==> config.mk <==
export PLATFORM = sky130hd
export DESIGN_NAME = keypad_key_led_controller
export DESIGN_NICKNAME = d
export VERILOG_FILES = /design/src/logic/key_debounce.v /design/src/logic/keypad_key_led_controller.v /design/src/logic/page_store.v
export VERILOG_INCLUDE_DIRS = /design/src /design/src/logic
export SDC_FILE = /design/constraint.sdc
export NUM_CORES = 2
export LEC_CHECK = 0
export BUFFER_PORTS_ARGS = -buffer_cell sky130_fd_sc_hd__buf_4
export CAP_MARGIN = 20
export CORE_ASPECT_RATIO = 1.1
export CORE_UTILIZATION = 28
export CTS_CLUSTER_SIZE = 10
export DETAILED_ROUTE_END_ITERATION = 10
export HOLD_SLACK_MARGIN = 0.08
export SETUP_SLACK_MARGIN = 0.1
export SLEW_MARGIN = 20
export SYNTH_ARGS = -nofsm -noshare
export SYNTH_HDL_FRONTEND = slang
export SYNTH_HIERARCHICAL = 1
export SYNTH_SLANG_ARGS = --single-unit
==> constraint.sdc <==
create_clock -name core_clk -period 5.78 [get_ports core_clk]
set_input_delay 0.289 -clock core_clk [delete_from_list [all_inputs] [get_ports core_clk]]
set_output_delay 0.289 -clock core_clk [all_outputs]
set_load 0.03 [all_outputs]
==> src/logic/keypad_map.vh <==
`ifndef KEYPAD_MAP_VH
`define KEYPAD_MAP_VH
// register byte offsets
`define REG_CTRL        8'h00
`define REG_SRC         8'h04
`define REG_STATUS      8'h08
`define REG_PAGE        8'h0C
`define REG_VALUE       8'h10
`define REG_KEYS        8'h14
`define REG_SAVED_SRC   8'h18
`define REG_SAVE_ADDR   8'h1C
// ctrl fields
`define CTRL_LSP_BIT    0
`define CTRL_SKO_BIT    1
// source fields
`define SRC_CMD_LSB     0
`define SRC_CMD_W       4
`define SRC_REF_LSB     4
`define SRC_REF_W       4
`define SRC_KEYPAD_BIT  1
`define SRC_STEPPED_BIT 1
// key indices
`define K_MODE          0
`define K_DOWN          1
`define K_UP            2
`define K_SAVE          3
`define K_JOG           4
`define K_DIR           5
`define K_START         6
`define K_STOP          7
// setting values
`define SETTING_ENABLED 1'b0
// pages
`define PAGE_ACCESS     8'h00
`define PAGE_MEASURE    8'hFE
`define PAGE_STATUS     8'hFF
// chord cycle states
`define MON_OFF         2'h0
`define MON_ACCESS      2'h1
`define MON_MEASURE     2'h2
`define MON_STATUS      2'h3
// timing, display size and bus responses
`define DEBOUNCE_MS     10
`define CLK_KHZ         25000
`define BLINK_MS        250
`define DISPLAY_CHARS   32
`define DISPLAY_COLS    16
`define RESP_OKAY       2'h0
`define RESP_SLVERR     2'h2
`endif

==> src/logic/key_debounce.v <==
`timescale 1ns/1ps
`default_nettype none
`include "keypad_map.vh"
module key_debounce #(
	parameter CNT_MAX = `DEBOUNCE_MS * `CLK_KHZ
) (
	input  wire core_clk,
	input  wire rst_n,
	input  wire clk_en,
	input  wire key_pin,
	output reg  key_level
);
	reg        sync1_reg;
	reg        sync2_reg;
	reg [17:0] cnt_reg;
	// two stages before anything reads the pin
	always @(posedge core_clk or negedge rst_n) begin
		if (!rst_n) begin
			sync1_reg <= 1'b0;
			sync2_reg <= 1'b0;
			cnt_reg   <= 18'h00000;
			key_level <= 1'b0;
		end else if (clk_en) begin
			sync1_reg <= key_pin;
			sync2_reg <= sync1_reg;
			if (sync2_reg == key_level)
				cnt_reg <= 18'h00000;
			else if (cnt_reg == CNT_MAX[17:0] - 18'h00001) begin
				cnt_reg   <= 18'h00000;
				key_level <= sync2_reg;
			end else
				cnt_reg <= cnt_reg + 18'h00001;
		end
	end
endmodule // key_debounce
`default_nettype wire

==> src/logic/keypad_key_led_controller.v <==
// The register addresses and the AXI4-Lite register port were left to the implementer.
`timescale 1ns/1ps
`default_nettype none
`include "keypad_map.vh"
// Operation
// - mode key toggles display mode (steady cursor) and programming mode (blinking).
// - step-down key lowers page in display mode, value in programming mode.
// - step-up key raises page in display mode, value in programming mode.
// - save key, programming mode only, stores page value into non-volatile store.
// - jog key, keypad selected, enables jog while held.
// - direction key, keypad selected, reverses speed reference polarity.
// - start key, keypad selected, sets latched run command.
// - stop key stops when keypad selected, or always with override setting 0.
// - stepped values take effect at once; unsaved values lost at power-off.
// - mode+save chord asserts alarm reset input.
// - down+up chord cycles access, measure, status pages, then returns.
// - up+save chord enters local mode if permit is 0 and drive idle.
// - local mode never stored; power-up uses saved source selection.
// - one page is 32 characters, two lines of sixteen.
// - run LED on while firing, blinks during stop ramp, board LED mirrors.
// - speed reference configured: reference LED lights on nonzero speed reference.
// - only current references: reference LED lights on nonzero current reference.
// - direction LEDs show rotation running; flash by prepared polarity when idle.
// - idle polarity indications ignore additional references.
// - local command LED on only keypad, flashes mixed, off unselected.
// - local reference LED on only stepped source, flashes mixed, off unselected.
// - braking LED on while braking; current-limit LED and board mirror in limit.
// - local mode restricts sources to stepped reference and keypad.
module keypad_key_led_controller #(
	parameter DEBOUNCE_CYCLES = `DEBOUNCE_MS * `CLK_KHZ,
	parameter BLINK_CYCLES    = `BLINK_MS * `CLK_KHZ
) (
	input  wire        core_clk,
	input  wire        rst_n,
	input  wire        clk_en,
	input  wire [7:0]  key_pins,
	input  wire        drive_firing,
	input  wire        stop_ramp_active,
	input  wire        speed_ref_cfg,
	input  wire        current_ref_cfg,
	input  wire        speed_ref_nonzero,
	input  wire        current_ref_nonzero,
	input  wire        motor_reverse,
	input  wire        prepared_ref_negative,
	input  wire        braking_active,
	input  wire        current_limit,
	input  wire        awaddr_valid_dummy,
	input  wire [7:0]  s_axi_awaddr,
	input  wire        s_axi_awvalid,
	output reg         s_axi_awready,
	input  wire [31:0] s_axi_wdata,
	input  wire [3:0]  s_axi_wstrb,
	input  wire        s_axi_wvalid,
	output reg         s_axi_wready,
	output reg  [1:0]  s_axi_bresp,
	output reg         s_axi_bvalid,
	input  wire        s_axi_bready,
	input  wire [7:0]  s_axi_araddr,
	input  wire        s_axi_arvalid,
	output reg         s_axi_arready,
	output reg  [31:0] s_axi_rdata,
	output reg  [1:0]  s_axi_rresp,
	output reg         s_axi_rvalid,
	input  wire        s_axi_rready,
	output reg         mode_toggle_key_mode,
	output reg  [7:0]  page_num,
	output reg  [15:0] page_value,
	output reg         value_save_pulse,
	output reg         jog_cmd,
	output reg         ref_reverse,
	output reg         run_cmd,
	output reg         alarm_reset,
	output reg         local_mode,
	output reg  [3:0]  cmd_src_active,
	output reg  [3:0]  ref_src_active,
	output reg         run_led,
	output reg         board_run_led,
	output reg         ref_led,
	output reg         fwd_led,
	output reg         rev_led,
	output reg         local_command_led,
	output reg         local_reference_led,
	output reg         brake_led,
	output reg         current_limit_led,
	output reg         board_current_limit_led
);
	localparam [5:0] PAGE_CHARS = `DISPLAY_CHARS;
	wire [7:0] key_lvl;
	wire [15:0] store_rd;
	genvar gi;
	generate
		for (gi = 0; gi < 8; gi = gi + 1) begin : g_deb
			key_debounce #(.CNT_MAX(DEBOUNCE_CYCLES)) u_deb (
				.core_clk (core_clk),
				.rst_n    (rst_n),
				.clk_en   (clk_en),
				.key_pin  (key_pins[gi]),
				.key_level(key_lvl[gi])
			);
		end
	endgenerate

	reg [7:0]  key_prev_reg;
	reg        ctrl_lsp_reg;
	reg        ctrl_sko_reg;
	reg [3:0]  saved_cmd_reg;
	reg [3:0]  saved_ref_reg;
	reg [1:0]  mon_reg;
	reg [7:0]  mon_ret_reg;
	reg [7:0]  save_addr_reg;
	reg [23:0] blink_cnt_reg;
	reg        blink_reg;
	reg        load_reg;
	reg        load_dly_reg;
	reg        chord_hold_reg;

	wire ch_alarm = key_lvl[`K_MODE] & key_lvl[`K_SAVE];
	wire ch_mon   = key_lvl[`K_DOWN] & key_lvl[`K_UP];
	wire ch_local = key_lvl[`K_UP] & key_lvl[`K_SAVE];
	wire any_chord = ch_alarm | ch_mon | ch_local;
	wire [7:0] rise = key_lvl & ~key_prev_reg;
	// single keys suppressed while a chord is or was held
	wire single_ok = ~any_chord & ~chord_hold_reg;
	wire [3:0] cmd_src = local_mode ? (4'h1 << `SRC_KEYPAD_BIT) : saved_cmd_reg;
	wire [3:0] ref_src = local_mode ? (4'h1 << `SRC_STEPPED_BIT) : saved_ref_reg;
	wire keypad_sel  = cmd_src[`SRC_KEYPAD_BIT];
	wire stepped_sel = ref_src[`SRC_STEPPED_BIT];

	// bus signals
	wire wr_go = s_axi_awvalid & s_axi_wvalid & ~s_axi_bvalid & ~s_axi_awready;
	wire rd_go = s_axi_arvalid & ~s_axi_rvalid & ~s_axi_arready;
	wire sw_value_wr = wr_go && s_axi_awaddr == `REG_VALUE && s_axi_wstrb[0];

	page_store u_store (
		.core_clk(core_clk),
		.clk_en  (clk_en),
		.wr_en   (value_save_pulse),
		.wr_addr (save_addr_reg),
		.wr_data (page_value),
		.rd_addr (page_num),
		.rd_data (store_rd)
	);

	always @(posedge core_clk or negedge rst_n) begin
		if (!rst_n) begin
			key_prev_reg     <= 8'h00;
			chord_hold_reg   <= 1'b0;
			mode_toggle_key_mode        <= 1'b0;
			page_num         <= `PAGE_ACCESS;
			page_value       <= 16'h0000;
			value_save_pulse <= 1'b0;
			save_addr_reg    <= 8'h00;
			jog_cmd          <= 1'b0;
			ref_reverse      <= 1'b0;
			run_cmd          <= 1'b0;
			alarm_reset      <= 1'b0;
			local_mode       <= 1'b0;
			mon_reg          <= `MON_OFF;
			mon_ret_reg      <= 8'h00;
			load_reg         <= 1'b0;
			load_dly_reg     <= 1'b0;
		end else if (clk_en) begin
			key_prev_reg     <= key_lvl;
			value_save_pulse <= 1'b0;
			load_reg         <= 1'b0;
			load_dly_reg     <= load_reg;
			if (any_chord)
				chord_hold_reg <= 1'b1;
			else if (key_lvl == 8'h00)
				chord_hold_reg <= 1'b0;
			// reset input held while chord held
			alarm_reset <= ch_alarm;
			// jog follows key while keypad selected
			jog_cmd <= key_lvl[`K_JOG] & keypad_sel & single_ok;
			// store read data lag the new page by one cycle
			if (load_dly_reg && !mode_toggle_key_mode)
				page_value <= store_rd;
			if (sw_value_wr)
				page_value <= s_axi_wdata[15:0];
			if (rise[`K_MODE] && single_ok)
				mode_toggle_key_mode <= ~mode_toggle_key_mode;
			if (rise[`K_DOWN] && single_ok) begin
				if (mode_toggle_key_mode)
					page_value <= page_value - 16'h0001;
				else begin
					page_num <= page_num - 8'h01;
					load_reg <= 1'b1;
				end
			end
			if (rise[`K_UP] && single_ok) begin
				if (mode_toggle_key_mode)
					page_value <= page_value + 16'h0001;
				else begin
					page_num <= page_num + 8'h01;
					load_reg <= 1'b1;
				end
			end
			if (rise[`K_SAVE] && single_ok && mode_toggle_key_mode) begin
				value_save_pulse <= 1'b1;
				save_addr_reg    <= page_num;
			end
			if (rise[`K_DIR] && single_ok && keypad_sel)
				ref_reverse <= ~ref_reverse;
			if (rise[`K_STOP] && single_ok &&
			    (keypad_sel || ctrl_sko_reg == `SETTING_ENABLED))
				run_cmd <= 1'b0;
			else if (rise[`K_START] && single_ok && keypad_sel)
				run_cmd <= 1'b1;
			if (ch_mon && !(key_prev_reg[`K_DOWN] & key_prev_reg[`K_UP])) begin
				load_reg <= 1'b1;
				case (mon_reg)
					`MON_OFF: begin
						mon_ret_reg <= page_num;
						page_num    <= `PAGE_ACCESS;
						mon_reg     <= `MON_ACCESS;
					end
					`MON_ACCESS: begin
						page_num <= `PAGE_MEASURE;
						mon_reg  <= `MON_MEASURE;
					end
					`MON_MEASURE: begin
						page_num <= `PAGE_STATUS;
						mon_reg  <= `MON_STATUS;
					end
					default: begin
						page_num <= mon_ret_reg;
						mon_reg  <= `MON_OFF;
					end
				endcase
			end
			// local switch, toggles back on repeat
			if (ch_local && !(key_prev_reg[`K_UP] & key_prev_reg[`K_SAVE]) &&
			    ctrl_lsp_reg == `SETTING_ENABLED && !drive_firing) begin
				local_mode <= ~local_mode;
				if (!local_mode) begin
					page_num  <= `PAGE_MEASURE;
					mode_toggle_key_mode <= 1'b1;
				end
			end
		end
	end

	// blink timebase shared by the flashing run, direction and local LEDs
	always @(posedge core_clk or negedge rst_n) begin
		if (!rst_n) begin
			blink_cnt_reg <= 24'h000000;
			blink_reg     <= 1'b0;
		end else if (clk_en) begin
			if (blink_cnt_reg == BLINK_CYCLES[23:0] - 24'h000001) begin
				blink_cnt_reg <= 24'h000000;
				blink_reg     <= ~blink_reg;
			end else
				blink_cnt_reg <= blink_cnt_reg + 24'h000001;
		end
	end

	// status inputs share core_clk, so no sync stages
	always @(posedge core_clk or negedge rst_n) begin
		if (!rst_n) begin
			cmd_src_active          <= 4'h0;
			ref_src_active          <= 4'h0;
			run_led                 <= 1'b0;
			board_run_led           <= 1'b0;
			ref_led                 <= 1'b0;
			fwd_led                 <= 1'b0;
			rev_led                 <= 1'b0;
			local_command_led       <= 1'b0;
			local_reference_led     <= 1'b0;
			brake_led               <= 1'b0;
			current_limit_led       <= 1'b0;
			board_current_limit_led <= 1'b0;
		end else if (clk_en) begin
			cmd_src_active <= cmd_src;
			ref_src_active <= ref_src;
			run_led       <= drive_firing & (~stop_ramp_active | blink_reg);
			board_run_led <= drive_firing & (~stop_ramp_active | blink_reg);
			if (speed_ref_cfg)
				ref_led <= speed_ref_nonzero;
			else
				ref_led <= current_ref_cfg & current_ref_nonzero;
			if (drive_firing) begin
				fwd_led <= ~motor_reverse;
				rev_led <= motor_reverse;
			end else begin
				fwd_led <= ~prepared_ref_negative & blink_reg;
				rev_led <= prepared_ref_negative & blink_reg;
			end
			local_command_led <= keypad_sel &
				((cmd_src == (4'h1 << `SRC_KEYPAD_BIT)) | blink_reg);
			local_reference_led <= stepped_sel &
				((ref_src == (4'h1 << `SRC_STEPPED_BIT)) | blink_reg);
			brake_led               <= braking_active;
			current_limit_led       <= current_limit;
			board_current_limit_led <= current_limit;
		end
	end

	// AXI4-Lite slave: takes address and data together, one cycle later answers
	reg [31:0] rd_mux;
	always @* begin
		rd_mux = 32'h00000000;
		case (s_axi_araddr)
			`REG_CTRL:      rd_mux = {30'h0, ctrl_sko_reg, ctrl_lsp_reg};
			`REG_SRC:       rd_mux = {24'h0, ref_src, cmd_src};
			`REG_STATUS:    rd_mux = {23'h0, PAGE_CHARS[5:0] == `DISPLAY_CHARS,
				alarm_reset, local_mode, run_cmd, ref_reverse, jog_cmd,
				mon_reg, mode_toggle_key_mode};
			`REG_PAGE:      rd_mux = {24'h0, page_num};
			`REG_VALUE:     rd_mux = {16'h0, page_value};
			`REG_KEYS:      rd_mux = {24'h0, key_lvl};
			`REG_SAVED_SRC: rd_mux = {24'h0, saved_ref_reg, saved_cmd_reg};
			`REG_SAVE_ADDR: rd_mux = {24'h0, save_addr_reg};
			default:        rd_mux = 32'h00000000;
		endcase
	end
	wire rd_ok = s_axi_araddr <= `REG_SAVE_ADDR && s_axi_araddr[1:0] == 2'h0;
	wire wr_ok = s_axi_awaddr <= `REG_SAVE_ADDR && s_axi_awaddr[1:0] == 2'h0;

	always @(posedge core_clk or negedge rst_n) begin
		if (!rst_n) begin
			s_axi_awready <= 1'b0;
			s_axi_wready  <= 1'b0;
			s_axi_bvalid  <= 1'b0;
			s_axi_bresp   <= `RESP_OKAY;
			s_axi_arready <= 1'b0;
			s_axi_rvalid  <= 1'b0;
			s_axi_rresp   <= `RESP_OKAY;
			s_axi_rdata   <= 32'h00000000;
			ctrl_lsp_reg  <= 1'b0;
			ctrl_sko_reg  <= 1'b0;
			saved_cmd_reg <= 4'h0;
			saved_ref_reg <= 4'h0;
		end else if (clk_en) begin
			s_axi_awready <= wr_go;
			s_axi_wready  <= wr_go;
			s_axi_arready <= rd_go;
			if (wr_go) begin
				s_axi_bvalid <= 1'b1;
				s_axi_bresp  <= wr_ok ? `RESP_OKAY : `RESP_SLVERR;
				if (s_axi_awaddr == `REG_CTRL && s_axi_wstrb[0]) begin
					ctrl_lsp_reg <= s_axi_wdata[`CTRL_LSP_BIT];
					ctrl_sko_reg <= s_axi_wdata[`CTRL_SKO_BIT];
				end
				// saved source selection used at power-up
				if (s_axi_awaddr == `REG_SAVED_SRC && s_axi_wstrb[0]) begin
					saved_cmd_reg <= s_axi_wdata[`SRC_CMD_LSB +: `SRC_CMD_W];
					saved_ref_reg <= s_axi_wdata[`SRC_REF_LSB +: `SRC_REF_W];
				end
			end else if (s_axi_bready)
				s_axi_bvalid <= 1'b0;
			if (rd_go) begin
				s_axi_rvalid <= 1'b1;
				s_axi_rdata  <= rd_mux;
				s_axi_rresp  <= rd_ok ? `RESP_OKAY : `RESP_SLVERR;
			end else if (s_axi_rready)
				s_axi_rvalid <= 1'b0;
		end
	end
endmodule // keypad_key_led_controller
`default_nettype wire

==> src/logic/page_store.v <==
`timescale 1ns/1ps
`default_nettype none
`include "keypad_map.vh"
// non-volatile work area model: 256 page values
module page_store (
	input  wire        core_clk,
	input  wire        clk_en,
	input  wire        wr_en,
	input  wire [7:0]  wr_addr,
	input  wire [15:0] wr_data,
	input  wire [7:0]  rd_addr,
	output reg  [15:0] rd_data
);
	reg [15:0] mem [0:255];
	always @(posedge core_clk) begin
		if (clk_en) begin
			if (wr_en)
				mem[wr_addr] <= wr_data;
			rd_data <= mem[rd_addr];
		end
	end
endmodule // page_store
`default_nettype wire

* Yosys cells after proc, flatten, opt, wreduce, memory -nomap -nowiden
Memories as Yosys holds them, arrays and structs flattened. A register that Yosys moved wholly into a read port is not among the register bits.
Index checks and enable logic that the tools add are counted.
** Cells by class
- Eq/ne operators :: 30
- Order comparisons :: 2
- Bitwise operators :: 49
- $add $sub $neg :: 13
- Mux-type cells :: 60
- Reduce and logical (&&, ||, !) cells :: 59
** Operator list (number)
- $mux W18 :: 16
- $add A18 B1 Y18 const B :: 8
- $eq A18 B18 Y1 const B :: 8
- $pmux W16 S8 :: 1
- $mux W16 :: 6
- $mux W8 :: 7
- $eq A8 B5 Y1 const B :: 6
- $reduce_and A3 Y1 :: 11
- $add A24 B1 Y24 const B :: 1
- $eq A24 B23 Y1 const B :: 1
- $logic_not A8 Y1 :: 3
- $mux W24 :: 1
- $pmux W8 S3 :: 1
- $mux W1 :: 23
- $not A1 Y1 :: 23
- $logic_and A1 B1 Y1 :: 22
- $reduce_and A2 Y1 :: 11
- $and A1 B1 Y1 :: 19
- $add A16 B1 Y16 const B :: 1
- $eq A8 B4 Y1 const B :: 2
- $le A8 B5 Y1 const B :: 2
- $sub A16 B1 Y16 const B :: 1
- $add A8 B1 Y8 const B :: 1
- $and A8 B8 Y8 :: 1
- other kinds (15) :: 37
** Word-level totals
- Input bits :: 79
- Bits in writable memories :: 4096
- Flip-flop bits (word level) :: 319
- Output and inout port bits :: 90
- Word-level logic and storage cells :: 285
- Memories kept :: 1
** Memory list
- u_store.mem :: words 256, width 16, rd ports 1, clocked after Yosys merged registers in 1, wr ports 1, line page_store.v:14 : reg [15:0] mem [0:255];

* Logic depth before layout (Yosys ltp)
- Depth after elaboration :: 12
- Gate-level depth with buffers :: 12
- Gate-level depth less buffers :: 8

* By module
The synthesis kept the hierarchy.
** Modules (own cells, without submodules)
- page_store :: area an instance 158406.9 um2, sequential area each 123478.4 um2, cells an instance 7358, times used 1
- key_debounce :: area an instance 1187.4 um2, sequential area each 525.5 um2, cells an instance 129, times used 8
- keypad_key_led_controller :: area an instance 7661.1 um2, sequential area each 3303.2 um2, cells an instance 831, times used 1

* Worst setup path before layout
Ideal clock, no wire load.
- Kind :: register to register
- Start :: register page_value[2]
- End :: register page_value[13]
- Path slack :: 285 ps
- Stages on the path, launching flop included :: 7
- Setup time :: 92 ps
- Buffers on the path :: 0
- Clock period less this slack :: 5495 ps
- Required time :: 5688 ps
- Arrival :: 5404 ps
- Cells stage by stage :: dfrtp_1 > nand3_1 > or3_1 > nor2_1 > o21a_1 > o22ai_1 > a21oi_1
** Between the ends
- Longest elaborated chain between the ends :: 5
- Elaborated cells on any way between the ends :: 6
- Classes of those cells :: add/sub: 2; mux: 4
** RTL lines
- start: declaration :: line keypad_key_led_controller.v:67 : output reg [15:0] page_value,
- start signal: assignment :: line keypad_key_led_controller.v:177 : page_value <= store_rd;
- start signal: assignment :: line keypad_key_led_controller.v:179 : page_value <= s_axi_wdata[15:0];
- start signal: assignment :: line keypad_key_led_controller.v:184 : page_value <= page_value - 16'h0001;
- $sub A16 B1 Y16 :: line keypad_key_led_controller.v:184
- $mux W16 :: line keypad_key_led_controller.v:183 : if (mode_toggle_key_mode)
- $mux W16 :: line keypad_key_led_controller.v:182 : if (rise[`K_DOWN] && single_ok) begin
- $mux W16 :: line keypad_key_led_controller.v:191 : if (mode_toggle_key_mode)
- $mux W16 * :: line keypad_key_led_controller.v:190 : if (rise[`K_UP] && single_ok) begin
Every way passes the cells marked *; elsewhere a longest branch is shown, timed or not.
A chain may end at the register's enable or synchronous reset.

==> results_dict.tcl <==
set metrics [dict create \
    first_pass_iters 7 \
    netlist_area_sq_um 176000 \
    synthAdderAreaFrac_pct 0.114 \
    io_buffers 130 \
    final_common_cell "edfxtp_1" \
    power.density_nw_per_um2 371 \
    grt_max_degree 169 \
    ys_async_sr_fraction_pct 6.80 \
    synth.area.top_cells "edfxtp_1 (70%), mux4_2 (10%), dfrtp_1 (4.3%), mux2i_1 (3.8%), o221ai_1 (1.4%)" \
    slew_headroom_pct 20.3 \
    post_cts_resized 0 \
    rsz0062_at_grt "false" \
    endpoint_kind "register" \
    wire_per_inst_microns 25.7 \
    min_period_over_period_pct 76.8 \
    place_congestion 0.853 \
    core_area_sq_um 624000 \
    fin_util_pct 32.7 \
    synth_cell_types 92 \
    tightest_slew_ns 1.18 \
    cp_slowest_stage_delay_ns 0.92 \
    synth.avg_cell_area_sq_um 19.0 \
    drive_gt1_share_pct 21.9 \
    start_util_pct 28.1 \
    synth-edff-count 4112 \
    synth_xor_area_share_pct 0.254 \
    cts.clk_slew.worst_paths_ns 0.06 \
    synth-simple-area-share_pct 3.93 \
    cts_hold_buf 99 \
    htree_levels 6 \
    maxSlewViolCount 0 \
    irDropWorstVdd_mv 0.316 \
    ys_seq_elements 4412 \
    cts_tree "yes" \
    drtIter0Drc 11222 \
    drc 0 \
    track_usage_pct 14.4 \
    worstPathRequired_ns 6.51 \
    crit_family "compound AO/OA/AOI/OAI gates" \
    final_nets 10015 \
    setup_viol 0 \
    die_h_microns 833 \
    dp_hpwl_microns 281000 \
    synth_ff_type "edfxtp_1" \
    yosysTopAreaCell "edfxtp_1" \
    synthCells 9221 \
    synth_top_family_by_area "multiplexers" \
    tns_ns 0 \
    leakagePower_nw 62.1 \
    clock-sinks 4412 \
    num_rows 304 \
    synth_top_area_share_pct 70.3 \
    synth_compound_area_share_pct 4.79 \
    clockRootBuffer "clkbuf_16" \
    timing.fmax_mhz 225 \
    hp-class "in -> reg" \
    clock_latency_ns 1.05 \
    crit_path_top_delay_cell "dfrtp_4" \
    die_w_microns 757 \
    cap_violations 0 \
    cts_buffer_depth 4 \
    ios 169 \
    viasPerCell 5.11 \
    dp_slack_ns 1.39 \
    layout_common_cells "edfxtp_1 (4112), mux4_2 (782), mux2i_1 (673)" \
    die_area_sq_um 630000 \
    area_growth_pct 16.2 \
    cp_max_fo 16 \
    num_vias 93693 \
    cts-buffers-inserted 523 \
    antenna_found_initial 21 \
    hold_viol 0 \
    routed_wl_microns 471000 \
    critPathBufInv 2 \
    cts_setup_buffers 0 \
    drtAntennaViolNets 0 \
    grt_pass1_wl_microns 673000 \
    yosysSeqAreaShare_pct 74.6 \
    grt_pass1_vias 92199 \
    worstPathCellList "buf_4 -> buf_4 -> mux4_2 -> mux4_2 -> a22oi_1 -> a22o_1 -> nor4_1" \
    synthMuxAreaShare_pct 14.3 \
    period_needed_ns 4.44 \
    cp.arrival_ns 5.17 \
    holdWs_ns 0.167 \
    largest_reg_flops 4096 \
    synth_warnings 6 \
    timing.final.ws_setup_ns 1.34 \
    gr-total-overflow 0 \
    startpoint_type "register" \
    status "finished clean" \
    critPathKind "reg -> reg" \
    fin_worst_skew_ns 0.0628 \
]
[power by group]
group / leakage (nW) / switching, W / total, W / internal, W
sequential: 41.0 / 0.00105 / 0.0387 / 0.0376
clock: 7.14 / 0.0126 / 0.0293 / 0.0167
combinational: 14.0 / 0.00577 / 0.00769 / 0.00192
total: 62.1 / 0.0194 / 0.0756 / 0.0562
[final cells by class]
type                       count  area, sq um
inverter                      83          324
tap                         8262        10300
fill                       58856       420000
clock inverter                77         1230
antenna                       11         27.5
sequential                  4412       131000
multi-input combinational   4193        41400
timing repair buffer         707         6190
clock buffer                 597        13500
[worst register-to-register path, stage by stage (launching register included)]
cell and delay, ns:
dfrtp_4 0.92, buf_4 0.41, buf_4 0.34, mux4_2 0.56
mux4_2 0.54, a22oi_1 0.73, a22o_1 0.54, nor4_1 0.13
[synth_stat cells, types with 39 or more instances]
cell,instances
nor3_1,157
buf_6,77
nand2_1,221
nor2_1,404
nand4_1,80
clkbuf_1,245
edfxtp_1,4112
a22oi_1,98
nand3_1,186
nand2b_1,51
o22ai_1,177
mux2i_1,673
o21ai_0,186
mux4_2,782
inv_1,78
buf_2,114
or3_1,39
o221ai_1,281
nor4_1,43
a31oi_1,50
a22o_1,40
buf_4,63
a21oi_1,207
dfrtp_1,300
mux2_2,49
[per-layer routing]
layer,up-vias,track usage (%),wire length (microns)
met5,-,0,11
li1,39304,-,-
met1,49745,19.5,192000
met3,696,2.50,39000
met4,2,4.93,17300
met2,3946,23.4,223000
[path summary, 6_finish.rpt]
path	from	end	slack, ns	cells after the start
setup / recovery	page_num[0]$_DFFE_PN0P_	u_store/rd_data[11]$_DFFE_PP_	1.34	7
hold / removal	motor_reverse	rev_led$_DFFE_PN0P_	0.17	4
setup reg to reg	page_num[0]$_DFFE_PN0P_	u_store/rd_data[11]$_DFFE_PP_	1.34	7
hold reg to reg	blink_cnt_reg[23]$_DFFE_PN0P_	blink_cnt_reg[23]$_DFFE_PN0P_	0.48	1
max in group asynchronous	rst_n	page_num[1]$_DFFE_PN0P_	4.37	4
min in group asynchronous	rst_n	g_deb[5].u_deb/sync1_reg$_DFFE_PN0P_	0.50	4
[kinds of logic after synthesis]
| logic type | count (synthesis) |
|---|---|
| simple gates | 1367 |
| buf+inv | 633 |
| fa+ha+maj | 16 |
| xor+xnor | 51 |
| other cells | 1 |
| flops | 4412 |
| mux | 1521 |
| compound gates | 1220 |
[stage by stage]
step | instances | area (sq um) | total power [W]
after floorplan | 9238 | 176000 | 0.0433
after global placement | 17555 | 188000 | 0.0467
after detailed placement | 17556 | 188000 | 0.0469
after CTS | 18329 | 204000 | 0.0762
after global routing | 18331 | 204000 | 0.0779
final | 18342 | 204000 | 0.0756
Note: power is estimated with default switching activity, not from simulation.
